$ cat config.mk
export PLATFORM = sky130hd
export DESIGN_NAME = apt_top
export DESIGN_NICKNAME = d
export VERILOG_FILES = /design/src/verilog/apt_pkg.sv /design/src/verilog/apt_lp_tick.sv /design/src/verilog/apt_rate_timer.sv /design/src/verilog/apt_top.sv
export SDC_FILE = /design/constraint.sdc
export NUM_CORES = 1
export LEC_CHECK = 0
export ABC_AREA = 0
export BUFFER_PORTS_ARGS = -buffer_cell sky130_fd_sc_hd__buf_2
export CELL_PAD_IN_SITES_DETAIL_PLACEMENT = 1
export CELL_PAD_IN_SITES_GLOBAL_PLACEMENT = 1
export CORE_MARGIN = 1
export CORE_UTILIZATION = 46
export DETAILED_ROUTE_END_ITERATION = 8
export PLACE_DENSITY_LB_ADDON = 0.05
export REMOVE_ABC_BUFFERS = 1
export SETUP_SLACK_MARGIN = 0.5
export SLEW_MARGIN = 20
export SYNTH_ARGS = -nofsm -noshare
export SYNTH_HDL_FRONTEND = slang
export SYNTH_SLANG_ARGS = --single-unit
$ cat constraint.sdc
create_clock -name pclk -period 8.8 [get_ports pclk]
set_clock_uncertainty 0.2 [all_clocks]
set_input_delay 1.76 -clock pclk [delete_from_list [all_inputs] [get_ports pclk]]
set_output_delay 1.76 -clock pclk [all_outputs]
set_load 0.005 [all_outputs]
$ cat src/verilog/apt_pkg.sv
// Purpose: shared constants for the periodic wake-up timer and trim block
// Assumes: pclk at 10 MHz, APB with 32-bit data, one word per register
// Notes:   register offsets are indices; byte address is four times the index
package apt_pkg;

  // clock and time figures
  localparam int unsigned PCLK_PERIOD_NS = 100;
  localparam int unsigned LP_PERIOD_NS   = 50000;  // 20 kHz low-power clock
  localparam int unsigned LP_BASE_INT    = (LP_PERIOD_NS + PCLK_PERIOD_NS - 1) / PCLK_PERIOD_NS;
  localparam logic [9:0]  LP_BASE_CYCLES = LP_BASE_INT[9:0];
  // three skipped ticks plus free tick phase give 2..3 ticks of first-period latency
  localparam logic [1:0]  GATE_TICKS     = 2'h3;

  // register indices
  localparam logic [5:0] IDX_CTRL      = 6'h12;
  localparam logic [5:0] IDX_LP_TRIM   = 6'h13;
  localparam logic [5:0] IDX_RATE_HIGH = 6'h14;
  localparam logic [5:0] IDX_RATE_LOW  = 6'h15;
  localparam logic [5:0] IDX_TEST      = 6'h16;
  localparam logic [5:0] IDX_TEMP_TRIM = 6'h17;

  // control register fields
  localparam int unsigned CTRL_CLK_SEL = 7;
  localparam int unsigned CTRL_FE      = 2;
  localparam int unsigned CTRL_IE      = 1;
  localparam int unsigned CTRL_FLAG    = 0;

  // temperature and low-power trim fields
  localparam int unsigned TEMP_OE_BIT  = 7;
  localparam logic [7:0]  TEMP_MASK    = 8'h8F;
  localparam logic [7:0]  LP_TRIM_MASK = 8'h3F;

  // values after reset
  localparam logic [5:0]  LP_TRIM_RST   = 6'h00;
  localparam logic [7:0]  TEMP_TRIM_RST = 8'h00;
  localparam logic [15:0] RATE_RST      = 16'h0000;
  localparam logic [7:0]  TEST_RST      = 8'h00;

endpackage : apt_pkg

$ cat src/verilog/apt_lp_tick.sv
// Purpose: trimmable low-power clock, produced as a tick enable on pclk
// Assumes: trim is a signed six-bit value, base period 500 pclk cycles
// Notes:   each trim lsb moves the period by one pclk cycle
module apt_lp_tick (
  // clock and reset
  input  wire logic       pclk,
  input  wire logic       presetn,
  // trim
  input  wire logic [5:0] trim,
  // tick out
  output logic            lp_tick
);
  import apt_pkg::*;

  logic [9:0] period;
  logic [9:0] cnt_r;
  logic       tick_r;

  // msb adds 32 cycles, lower bits subtract 16,8,4,2,1 (see RQ3)
  assign period  = LP_BASE_CYCLES - {{4{trim[5]}}, trim};  // see RQ1
  assign lp_tick = tick_r;

  always_ff @(posedge pclk or negedge presetn) begin
    if (!presetn) begin
      cnt_r  <= 10'h000;
      tick_r <= 1'b0;
    end else if (cnt_r >= period - 10'h001) begin
      cnt_r  <= 10'h000;
      tick_r <= 1'b1;
    end else begin
      cnt_r  <= cnt_r + 10'h001;
      tick_r <= 1'b0;
    end
  end

  a_tick_single: assert property (@(posedge pclk) disable iff (!presetn)
    tick_r |=> !tick_r) else $error("low-power tick wider than one cycle");  // see RQ3

endmodule // apt_lp_tick

$ cat src/verilog/apt_rate_timer.sv
// Purpose: periodic time-out counter on bus clock or low-power ticks
// Assumes: rate and source stay fixed while enabled
// Notes:   timeout is a one-cycle pulse from a flip-flop
module apt_rate_timer (
  // clock and reset
  input  wire logic        pclk,
  input  wire logic        presetn,
  // configuration
  input  wire logic        enable,
  input  wire logic        clk_sel,
  input  wire logic [15:0] rate,
  input  wire logic        lp_tick,
  // event
  output logic             timeout
);
  import apt_pkg::*;

  logic [18:0] rate_p1;
  logic [18:0] target;
  logic [18:0] cnt_r;
  logic [1:0]  gate_r;
  logic        counting;
  logic        tick;
  logic        timeout_r;

  assign rate_p1  = {3'h0, rate} + 19'h0_0001;
  // bus: 2*(R+1) cycles; low-power: 2*(R+1)*2 ticks (see RQ7, RQ8)
  assign target   = clk_sel ? {rate_p1[17:0], 1'b0} : {rate_p1[16:0], 2'h0};
  assign tick     = clk_sel | lp_tick;
  // gate release holds off the first three low-power ticks (see RQ9)
  assign counting = enable & (clk_sel | (gate_r == 2'h0));
  assign timeout  = timeout_r;

  always_ff @(posedge pclk or negedge presetn) begin
    if (!presetn) begin
      gate_r <= GATE_TICKS;
    end else if (!enable) begin
      gate_r <= GATE_TICKS;
    end else if (!clk_sel && lp_tick && gate_r != 2'h0) begin
      gate_r <= gate_r - 2'h1;
    end
  end

  always_ff @(posedge pclk or negedge presetn) begin
    if (!presetn) begin
      cnt_r     <= 19'h0_0000;
      timeout_r <= 1'b0;
    end else if (!counting) begin
      cnt_r     <= enable ? cnt_r : 19'h0_0000;  // see RQ15
      timeout_r <= 1'b0;
    end else if (tick && cnt_r == target - 19'h0_0001) begin
      cnt_r     <= 19'h0_0000;  // restart with same rate (see RQ17)
      timeout_r <= 1'b1;
    end else begin
      cnt_r     <= tick ? cnt_r + 19'h0_0001 : cnt_r;
      timeout_r <= 1'b0;
    end
  end

  // helper: cycles since previous time-out in bus mode
  logic [18:0] since_r;
  logic        seen_r;
  always_ff @(posedge pclk or negedge presetn) begin
    if (!presetn) begin
      since_r <= 19'h0_0000;
      seen_r  <= 1'b0;
    end else if (!enable) begin
      since_r <= 19'h0_0000;
      seen_r  <= 1'b0;
    end else if (timeout_r) begin
      since_r <= 19'h0_0000;
      seen_r  <= 1'b1;
    end else begin
      since_r <= since_r + 19'h0_0001;
    end
  end

  a_bus_period: assert property (@(posedge pclk) disable iff (!presetn)  // see RQ8
    (timeout_r && seen_r && clk_sel) |-> since_r == target - 19'h0_0001)
    else $error("bus-clock period differs from 2*(rate+1)");
  a_gate_hold: assert property (@(posedge pclk) disable iff (!presetn)  // see RQ9
    (enable && !clk_sel && gate_r != 2'h0) |=> !timeout_r)
    else $error("time-out during clock gate release");

endmodule // apt_rate_timer

$ cat src/verilog/apt_top.sv
// Purpose: periodic wake-up timer with low-power clock, temperature and test trims
// Assumes: APB slave, zero wait states, 8-bit registers in the low byte lane
// Notes:   trims load from flash inputs at the first edge after reset release
//
// How it works
// RQ1: six-bit signed trim register adjusts the low-power clock period.
// RQ2: low-power trim loads from flash right after reset release.
// RQ3: trim msb lengthens period; lower bits shorten it with halving weights.
// RQ4: low-power and temperature trims are read and write at any time.
// RQ5: sixteen-bit rate value in high and low byte registers sets time-out.
// RQ6: rate writes only land while feature enable is clear; reads always allowed.
// RQ7: low-power source period is 2*(rate+1) times two low-power periods.
// RQ8: bus source period is 2*(rate+1) bus clock periods.
// RQ9: first low-power time-out after enable is two to three ticks late.
// RQ10: test register reads always; writes land only in special mode.
// RQ11: temperature trim loads from flash right after reset release.
// RQ12: offset enable clear disables temperature offset, offset bits ignored.
// RQ13: offset enable set lets four binary-weighted bits select the offset.
// RQ14: clock select chooses low-power at 0, bus at 1; locked while enabled.
// RQ15: setting feature enable starts the timer; clearing it stops it.
// RQ16: time-out sets a flag cleared by writing one; requests an interrupt.
// RQ17: timer restarts after each time-out with the same rate.
// RQ18: reserved trim bits read zero and ignore writes.
module apt_top (
  // clock and reset
  input  wire logic        pclk,
  input  wire logic        presetn,
  // apb slave
  input  wire logic        psel,
  input  wire logic        penable,
  input  wire logic        pwrite,
  input  wire logic [7:0]  paddr,
  input  wire logic [31:0] pwdata,
  input  wire logic [3:0]  pstrb,
  output logic      [31:0] prdata,
  output logic             pready,
  output logic             pslverr,
  // device mode pin
  input  wire logic        special_mode,
  // flash trim values
  input  wire logic [5:0]  flash_lp_trim,
  input  wire logic [7:0]  flash_temp_trim,
  // trim and status outputs
  output logic      [5:0]  lowpower_clock_trim_bits,
  output logic      [3:0]  temp_offset_code,
  output logic      [7:0]  factory_test_bits,
  output logic             periodic_timeout_flag,
  output logic             periodic_irq
);
  import apt_pkg::*;

  // register index decode, used by read and write paths
  function automatic logic reg_hit(input logic [7:0] addr, input logic [5:0] idx);
    reg_hit = (addr[1:0] == 2'h0) && (addr[7:2] == idx);
  endfunction

  function automatic logic reg_mapped(input logic [7:0] addr);
    reg_mapped = reg_hit(addr, IDX_CTRL) || reg_hit(addr, IDX_LP_TRIM) ||
                 reg_hit(addr, IDX_RATE_HIGH) || reg_hit(addr, IDX_RATE_LOW) ||
                 reg_hit(addr, IDX_TEST) || reg_hit(addr, IDX_TEMP_TRIM);
  endfunction

  // register state
  logic [5:0]  lp_trim_r;
  logic [7:0]  temp_trim_r;
  logic [15:0] rate_r;
  logic [7:0]  test_r;
  logic        clk_sel_r;
  logic        fe_r;
  logic        ie_r;
  logic        flag_r;
  logic        load_done_r;

  // bus side
  logic        wr_en;
  logic        setup;
  logic [31:0] prdata_r;
  logic        pslverr_r;
  logic [7:0]  rd_byte;

  // mode pin synchroniser
  logic        special_s1_r;
  logic        special_q_r;

  // timer side
  logic        lp_tick;
  logic        timeout;
  logic [3:0]  temp_code_r;
  logic        irq_r;

  // ---------------- apb handshake
  // zero wait states: read data is captured in setup so it is ready at access
  assign pready  = 1'b1;
  assign setup   = psel & ~penable;
  assign wr_en   = psel & penable & pwrite & pstrb[0] & reg_mapped(paddr);
  assign prdata  = prdata_r;
  assign pslverr = pslverr_r;

  always_comb begin
    rd_byte = 8'h00;
    if (reg_hit(paddr, IDX_CTRL)) begin
      rd_byte = {clk_sel_r, 4'h0, fe_r, ie_r, flag_r};
    end else if (reg_hit(paddr, IDX_LP_TRIM)) begin
      rd_byte = {2'h0, lp_trim_r};  // see RQ18
    end else if (reg_hit(paddr, IDX_RATE_HIGH)) begin
      rd_byte = rate_r[15:8];  // see RQ6
    end else if (reg_hit(paddr, IDX_RATE_LOW)) begin
      rd_byte = rate_r[7:0];
    end else if (reg_hit(paddr, IDX_TEST)) begin
      rd_byte = test_r;  // see RQ10
    end else if (reg_hit(paddr, IDX_TEMP_TRIM)) begin
      rd_byte = temp_trim_r & TEMP_MASK;  // see RQ18
    end
  end

  always_ff @(posedge pclk or negedge presetn) begin
    if (!presetn) begin
      prdata_r  <= 32'h0000_0000;
      pslverr_r <= 1'b0;
    end else if (setup) begin
      prdata_r  <= {24'h00_0000, rd_byte};
      pslverr_r <= ~reg_mapped(paddr);
    end
  end

  // ---------------- special mode pin, two flops before use
  always_ff @(posedge pclk or negedge presetn) begin
    if (!presetn) begin
      special_s1_r <= 1'b0;
      special_q_r  <= 1'b0;
    end else begin
      special_s1_r <= special_mode;
      special_q_r  <= special_s1_r;
    end
  end

  // ---------------- flash load marker
  // reset only forces constants; the flash value is caught on the first edge after release
  always_ff @(posedge pclk or negedge presetn) begin
    if (!presetn) begin
      load_done_r <= 1'b0;
    end else begin
      load_done_r <= 1'b1;
    end
  end

  // ---------------- low-power clock trim
  always_ff @(posedge pclk or negedge presetn) begin
    if (!presetn) begin
      lp_trim_r <= LP_TRIM_RST;
    end else if (!load_done_r) begin
      lp_trim_r <= flash_lp_trim;  // see RQ2
    end else if (wr_en && reg_hit(paddr, IDX_LP_TRIM)) begin
      lp_trim_r <= pwdata[5:0] & LP_TRIM_MASK[5:0];  // see RQ4
    end
  end

  // ---------------- temperature trim
  always_ff @(posedge pclk or negedge presetn) begin
    if (!presetn) begin
      temp_trim_r <= TEMP_TRIM_RST;
    end else if (!load_done_r) begin
      temp_trim_r <= flash_temp_trim & TEMP_MASK;  // see RQ11
    end else if (wr_en && reg_hit(paddr, IDX_TEMP_TRIM)) begin
      temp_trim_r <= pwdata[7:0] & TEMP_MASK;  // see RQ4
    end
  end

  // ---------------- periodic rate, locked while the feature runs
  always_ff @(posedge pclk or negedge presetn) begin
    if (!presetn) begin
      rate_r <= RATE_RST;
    end else if (wr_en && !fe_r) begin
      if (reg_hit(paddr, IDX_RATE_HIGH)) begin
        rate_r[15:8] <= pwdata[7:0];  // see RQ5, RQ6
      end
      if (reg_hit(paddr, IDX_RATE_LOW)) begin
        rate_r[7:0] <= pwdata[7:0];  // see RQ5, RQ6
      end
    end
  end

  // ---------------- factory test register
  // the mode pin is a slow strap, so two cycles of sync lag are harmless
  always_ff @(posedge pclk or negedge presetn) begin
    if (!presetn) begin
      test_r <= TEST_RST;
    end else if (wr_en && reg_hit(paddr, IDX_TEST) && special_q_r) begin
      test_r <= pwdata[7:0];  // see RQ10
    end
  end

  // ---------------- control: source select
  // a write that also sets the enable cannot move the source
  always_ff @(posedge pclk or negedge presetn) begin
    if (!presetn) begin
      clk_sel_r <= 1'b0;
    end else if (wr_en && reg_hit(paddr, IDX_CTRL) && !fe_r && !pwdata[CTRL_FE]) begin
      clk_sel_r <= pwdata[CTRL_CLK_SEL];  // see RQ14
    end
  end

  // ---------------- control: enables
  always_ff @(posedge pclk or negedge presetn) begin
    if (!presetn) begin
      fe_r <= 1'b0;
      ie_r <= 1'b0;
    end else if (wr_en && reg_hit(paddr, IDX_CTRL)) begin
      fe_r <= pwdata[CTRL_FE];  // see RQ15
      ie_r <= pwdata[CTRL_IE];
    end
  end

  // ---------------- control: time-out flag, set beats clear
  always_ff @(posedge pclk or negedge presetn) begin
    if (!presetn) begin
      flag_r <= 1'b0;
    end else if (timeout) begin
      flag_r <= 1'b1;  // see RQ16
    end else if (wr_en && reg_hit(paddr, IDX_CTRL) && pwdata[CTRL_FLAG]) begin
      flag_r <= 1'b0;  // see RQ16
    end
  end

  // ---------------- outputs
  always_ff @(posedge pclk or negedge presetn) begin
    if (!presetn) begin
      irq_r <= 1'b0;
    end else begin
      irq_r <= (flag_r | timeout) & ie_r;  // see RQ16
    end
  end

  // offset bits pass only while the offset is enabled
  genvar gi;
  generate
    for (gi = 0; gi < 4; gi++) begin : g_temp_code
      always_ff @(posedge pclk or negedge presetn) begin
        if (!presetn) begin
          temp_code_r[gi] <= 1'b0;
        end else begin
          temp_code_r[gi] <= temp_trim_r[gi] & temp_trim_r[TEMP_OE_BIT];  // see RQ12, RQ13
        end
      end
    end
  endgenerate

  assign lowpower_clock_trim_bits = lp_trim_r;
  assign temp_offset_code         = temp_code_r;
  assign factory_test_bits        = test_r;
  assign periodic_timeout_flag    = flag_r;
  assign periodic_irq             = irq_r;

  // ---------------- submodules
  apt_lp_tick u_lp_tick (
    .pclk    (pclk),
    .presetn (presetn),
    .trim    (lp_trim_r),
    .lp_tick (lp_tick)
  );

  apt_rate_timer u_rate_timer (
    .pclk    (pclk),
    .presetn (presetn),
    .enable  (fe_r),
    .clk_sel (clk_sel_r),
    .rate    (rate_r),
    .lp_tick (lp_tick),
    .timeout (timeout)
  );

  // ---------------- checks
  a_rate_locked: assert property (@(posedge pclk) disable iff (!presetn)  // see RQ6
    (wr_en && fe_r && (reg_hit(paddr, IDX_RATE_HIGH) || reg_hit(paddr, IDX_RATE_LOW)))
      |=> $stable(rate_r))
    else $error("rate changed while feature enabled");

  a_rate_write: assert property (@(posedge pclk) disable iff (!presetn)  // see RQ5
    (wr_en && !fe_r && reg_hit(paddr, IDX_RATE_LOW)) |=> rate_r[7:0] == $past(pwdata[7:0]))
    else $error("rate low byte write lost");

  a_clksel_lock: assert property (@(posedge pclk) disable iff (!presetn)  // see RQ14
    fe_r |=> $stable(clk_sel_r))
    else $error("clock select moved while enabled");

  a_flag_sets: assert property (@(posedge pclk) disable iff (!presetn)  // see RQ16
    timeout |=> flag_r [*2] or (flag_r ##1 !flag_r))
    else $error("time-out did not set flag");

  a_flag_sticky: assert property (@(posedge pclk) disable iff (!presetn)  // see RQ16
    (flag_r && !(wr_en && reg_hit(paddr, IDX_CTRL) && pwdata[CTRL_FLAG])) |=> flag_r)
    else $error("flag cleared without write of one");

  a_irq_follows: assert property (@(posedge pclk) disable iff (!presetn)  // see RQ16
    (timeout && ie_r) |=> periodic_irq)
    else $error("interrupt not raised on time-out");

  a_test_guard: assert property (@(posedge pclk) disable iff (!presetn)  // see RQ10
    (wr_en && reg_hit(paddr, IDX_TEST) && !special_q_r) |=> $stable(test_r))
    else $error("test register written outside special mode");

  a_trim_load: assert property (@(posedge pclk) disable iff (!presetn)  // see RQ2
    !load_done_r |=> lp_trim_r == $past(flash_lp_trim))
    else $error("low-power trim not loaded from flash");

  a_temp_load: assert property (@(posedge pclk) disable iff (!presetn)  // see RQ11
    !load_done_r |=> temp_trim_r == ($past(flash_temp_trim) & TEMP_MASK))
    else $error("temperature trim not loaded from flash");

  a_temp_gate: assert property (@(posedge pclk) disable iff (!presetn)  // see RQ12
    !temp_trim_r[TEMP_OE_BIT] |=> temp_offset_code == 4'h0)
    else $error("offset driven while offset disabled");

  a_temp_pass: assert property (@(posedge pclk) disable iff (!presetn)  // see RQ13
    temp_trim_r[TEMP_OE_BIT] |=> temp_offset_code == $past(temp_trim_r[3:0]))
    else $error("offset bits not passed while enabled");

  a_reserved_zero: assert property (@(posedge pclk) disable iff (!presetn)  // see RQ18
    (setup && reg_hit(paddr, IDX_TEMP_TRIM)) |=> prdata[6:4] == 3'h0 && prdata[31:8] == 24'h00_0000)
    else $error("reserved temperature trim bits read nonzero");

  a_stop_timer: assert property (@(posedge pclk) disable iff (!presetn)  // see RQ15
    !fe_r [*2] |-> !timeout)
    else $error("time-out while feature disabled");

endmodule // apt_top
==> results.sh <==
export IMPL_start_util_pct=47.4
export IMPL_fp_coreArea_um2=13300
export IMPL_io_pins=118
export IMPL_rrSetupSlack_ns=3.97
export IMPL_slew_headroom_pct=51.2
export IMPL_wl_per_cell_um=19.8
export IMPL_synth_top_cell_area_share_pct=34.4
export IMPL_required_ns=8.82
export IMPL_wl_met2_um=8850
export IMPL_drtIter0Drc=262
export IMPL_cts_buffers_inserted=9
export IMPL_clock_latency_ns=0.36
export IMPL_min_period_over_period_pct=54.9
export IMPL_synth_ff_type="dfrtp_1"
export IMPL_seq_area_um2=2230
export IMPL_grt_pass1_vias=5830
export IMPL_worst_pin_slew_ns=0.732
export IMPL_critPathMaxStageDelay_ns=0.72
export IMPL_multi_input_area_um2=3740
export IMPL_hp_class="flop to flop"
export IMPL_rr_startpoint="rate_r[0]"
export IMPL_criticalPathCategory="flop to flop"
export IMPL_critPathMaxFanout=16
export IMPL_syn_inst=697
export IMPL_reg2regPathDepth=11
export IMPL_row_count=42
export IMPL_hp_start="special_s1_r"
export IMPL_n_antenna_cell=0
export IMPL_routed_top_layer="met4"
export IMPL_clock_root_buffer="clkbuf_16"
export IMPL_grt_ovfl_total=0
export IMPL_synth_cell_types=82
export IMPL_io_buffers=62
export IMPL_netlist_area_um2=6330
export IMPL_power_leakage_nw=3.08
export IMPL_dieArea_um2=14200
export IMPL_cts_resized_gates=0
export IMPL_rsz0062_at_grt="no"
export IMPL_crit_path_end_kind="flop"
export IMPL_critPathArrivalTime_ns=4.85
export IMPL_drt_wl_total_um=18000
export IMPL_dp_hpwl_um=13300
export IMPL_crit_chain="ha_1 -> and3_1 -> nand3_1 -> o21ai_1 -> o2111ai_1 -> a211oi_1 -> nor4_1 -> a211o_1 -> a2111o_1 -> o21ai_4 -> nor2_1"
export IMPL_postRouteAntennaNets=0
export IMPL_drc=0
export IMPL_peakVddDrop_uv=167
export IMPL_slowest_stage="dfrtp_1"
export IMPL_cts_setup_buffers=0
export IMPL_met3_length_um=621
export IMPL_syn_avg_cell_area_um2=9.08
export IMPL_r2r_end="u_rate_timer.cnt_r[3]"
export IMPL_grt_pass1_wl_um=30100
export IMPL_hold_depth=0
export IMPL_die_w_um=119
export IMPL_p_total_w=0.00104
export IMPL_clk_pin_slew_worst_paths_ns=0.07
export IMPL_synth_edf_count=0
export IMPL_drv_cap=0
export IMPL_worstSetupStartpointType="flop"
export IMPL_fin_setup_tns_ns=0
export IMPL_dr_pass1_iters=4
export IMPL_yosysWarnings=0
export IMPL_area_growth_pct=9.04
export IMPL_track_usage_pct=26.6
export IMPL_p_per_area_nw_per_um2=151
export IMPL_status="finished, final reports clean"
export IMPL_gp_congestion=0.817
export IMPL_fmax_mhz=207
export IMPL_vias_per_cell=6.09
export IMPL_min_to="special_q_r"
export IMPL_ys_ff_latch=89
export IMPL_fillCellCount=1614
export IMPL_cts_buffer_depth=2
export IMPL_yosysTopAreaCell="dfrtp_1"
export IMPL_fin_nets=807
export IMPL_die_y_um=119
export IMPL_layout_drive_gt1_share_pct=17.6
export IMPL_final_min_clock_period_ns=4.83
export IMPL_ys_seq_area_share_pct=35.2
export IMPL_hold_viol_final=0
export IMPL_antenna_found_initial=0
export IMPL_async_reset_ff_share_pct=100
export IMPL_yosys_top_cells_area="dfrtp_1 34%, mux2_2 5.3%, mux2i_1 3.6%, nor2_1 3.4%, xnor2_1 3.3%"
export IMPL_clock_sinks=89
export IMPL_grt_max_degree=60
export IMPL_wl_met1_um=8110
export IMPL_num_vias=5526
export IMPL_hold_buffers=0
export IMPL_slew_violations=0
export IMPL_cts_max_level=3
export IMPL_cts_tree="yes"
export IMPL_setup_violations=0
## worst max path at each step
| stage | from | depth (start not counted) | end |
|---|---|---|---|
| after CTS | rate_r[0] | 11 | u_rate_timer.cnt_r[3] |
| after detailed placement | rate_r[0] | 11 | u_rate_timer.cnt_r[3] |
| after global placement | rate_r[0] | 11 | u_rate_timer.cnt_r[3] |
| after floorplan | clk_sel_r | 10 | u_rate_timer.cnt_r[10] |
| after global routing | rate_r[0] | 11 | u_rate_timer.cnt_r[3] |
| final | rate_r[0] | 11 | u_rate_timer.cnt_r[3] |
## state kept, by name, indices dropped and copies added (netlist names), 2 cells and up
register                  count
rate_r                       16
u_rate_timer.gate_r           2
u_lp_tick.cnt_r              10
lowpower_clock_trim_bits      6
temp_offset_code              4
temp_trim_r                   5
prdata                        8
u_rate_timer.cnt_r           19
factory_test_bits             8
## worst max-delay path, delay by kind of cell (launching register included)
kind	cells	cell delay, ns
and+or+nand+nor	4	0.61
AOI/OAI and AO/OA	6	2.52
adders and majority gates	1	0.62
DFF	1	0.72
## cells in the final DEF (no fill, tap or decap), drive strengths merged, types with 6 or more instances in the layout
cell type and instances:
a211oi 18, a21o 15, a21oi 31, a221oi 6, a31oi 7, and2 9
and3 11, buf 64, clkbuf 10, conb 26, dfrtp 87, ha 16
inv 20, mux2 30, mux2i 23, nand2 49, nand3 34, nand4 17
nor2 58, nor3 15, nor4 11, o21ai 22, or3 6, xnor2 24
xor2 22
## cell usage after synthesis (4+ instances only)
cell type  instances
dfrtp_1           87
nor2_1            58
nand2_1           48
nand3_1           33
a21oi_1           31
mux2_2            30
buf_4             26
xnor2_1           24
mux2i_1           23
xor2_1            22
clkbuf_1          21
o21ai_0           19
inv_1             18
a211oi_1          17
buf_2             16
ha_1              16
a21o_1            15
nand4_1           15
nor3_1            14
and3_1            11
nor4_1            10
and2_1             9
a31oi_1            7
or3_1              6
a221oi_1           5
a22oi_1            5
and4_1             5
buf_1              5
o211ai_1           5
o22ai_1            5
o31a_1             5
nand2b_1           4
o21a_1             4
## final cells by class
class,instances,share of cell area (%)
Multi-Input combinational cell,545,54.2
Sequential cell,89,32.3
Timing Repair Buffer,64,4.75
Clock buffer,10,3.46
Tap cell,176,3.19
Clock inverter,6,1.07
Inverter,18,0.979
## through the flow
stage / hold WS, ns / std cells / worst slack, ns / utilization (%) / instance area [µm²]
2_1_floorplan: 0.131 / 652 / 4.49 / - / 6030
5_1_grt: 0.171 / 908 / 3.69 / 51.7 / 6900
6_report: 0.155 / 908 / 3.97 / 51.7 / 6900
4_1_cts: 0.156 / 908 / 4.05 / 51.7 / 6900
3_3_place_gp: 0.139 / 892 / 4.15 / 49.3 / 6580
3_5_place_dp: 0.143 / 892 / 4.06 / 49.3 / 6590
## cells by family (layout without fill, tap and decap cells)
| family | after synthesis | after routing | share of synthesized area (%) |
|---|---|---|---|
| mux | 53 | 53 | 8.98 |
| fa+ha+maj | 16 | 16 | 3.16 |
| flops | 89 | 89 | 35.2 |
| compound gates | 160 | 160 | 18.3 |
| simple gates | 243 | 243 | 20.3 |
| buf+inv | 87 | 98 | 7.14 |
| xor+xnor | 47 | 47 | 6.72 |
| other cells | 2 | 26 | 0.119 |
## metal layers
layer  track usage (%)  vias to the layer above
met5                 0                        -
met2              45.5                      126
met1              34.4                     2796
met4              8.54                        0
li1                  -                     2578
met3              3.69                       26
## where the power goes
group	switching, W	leakage [nW]	internal (W)
combinational	0.0000842	1.77	0.0000786
sequential	0.0000368	1.16	0.000437
clock	0.000173	0.154	0.000231
total	0.000294	3.08	0.000747
Note: power is estimated with default switching activity, not from simulation.
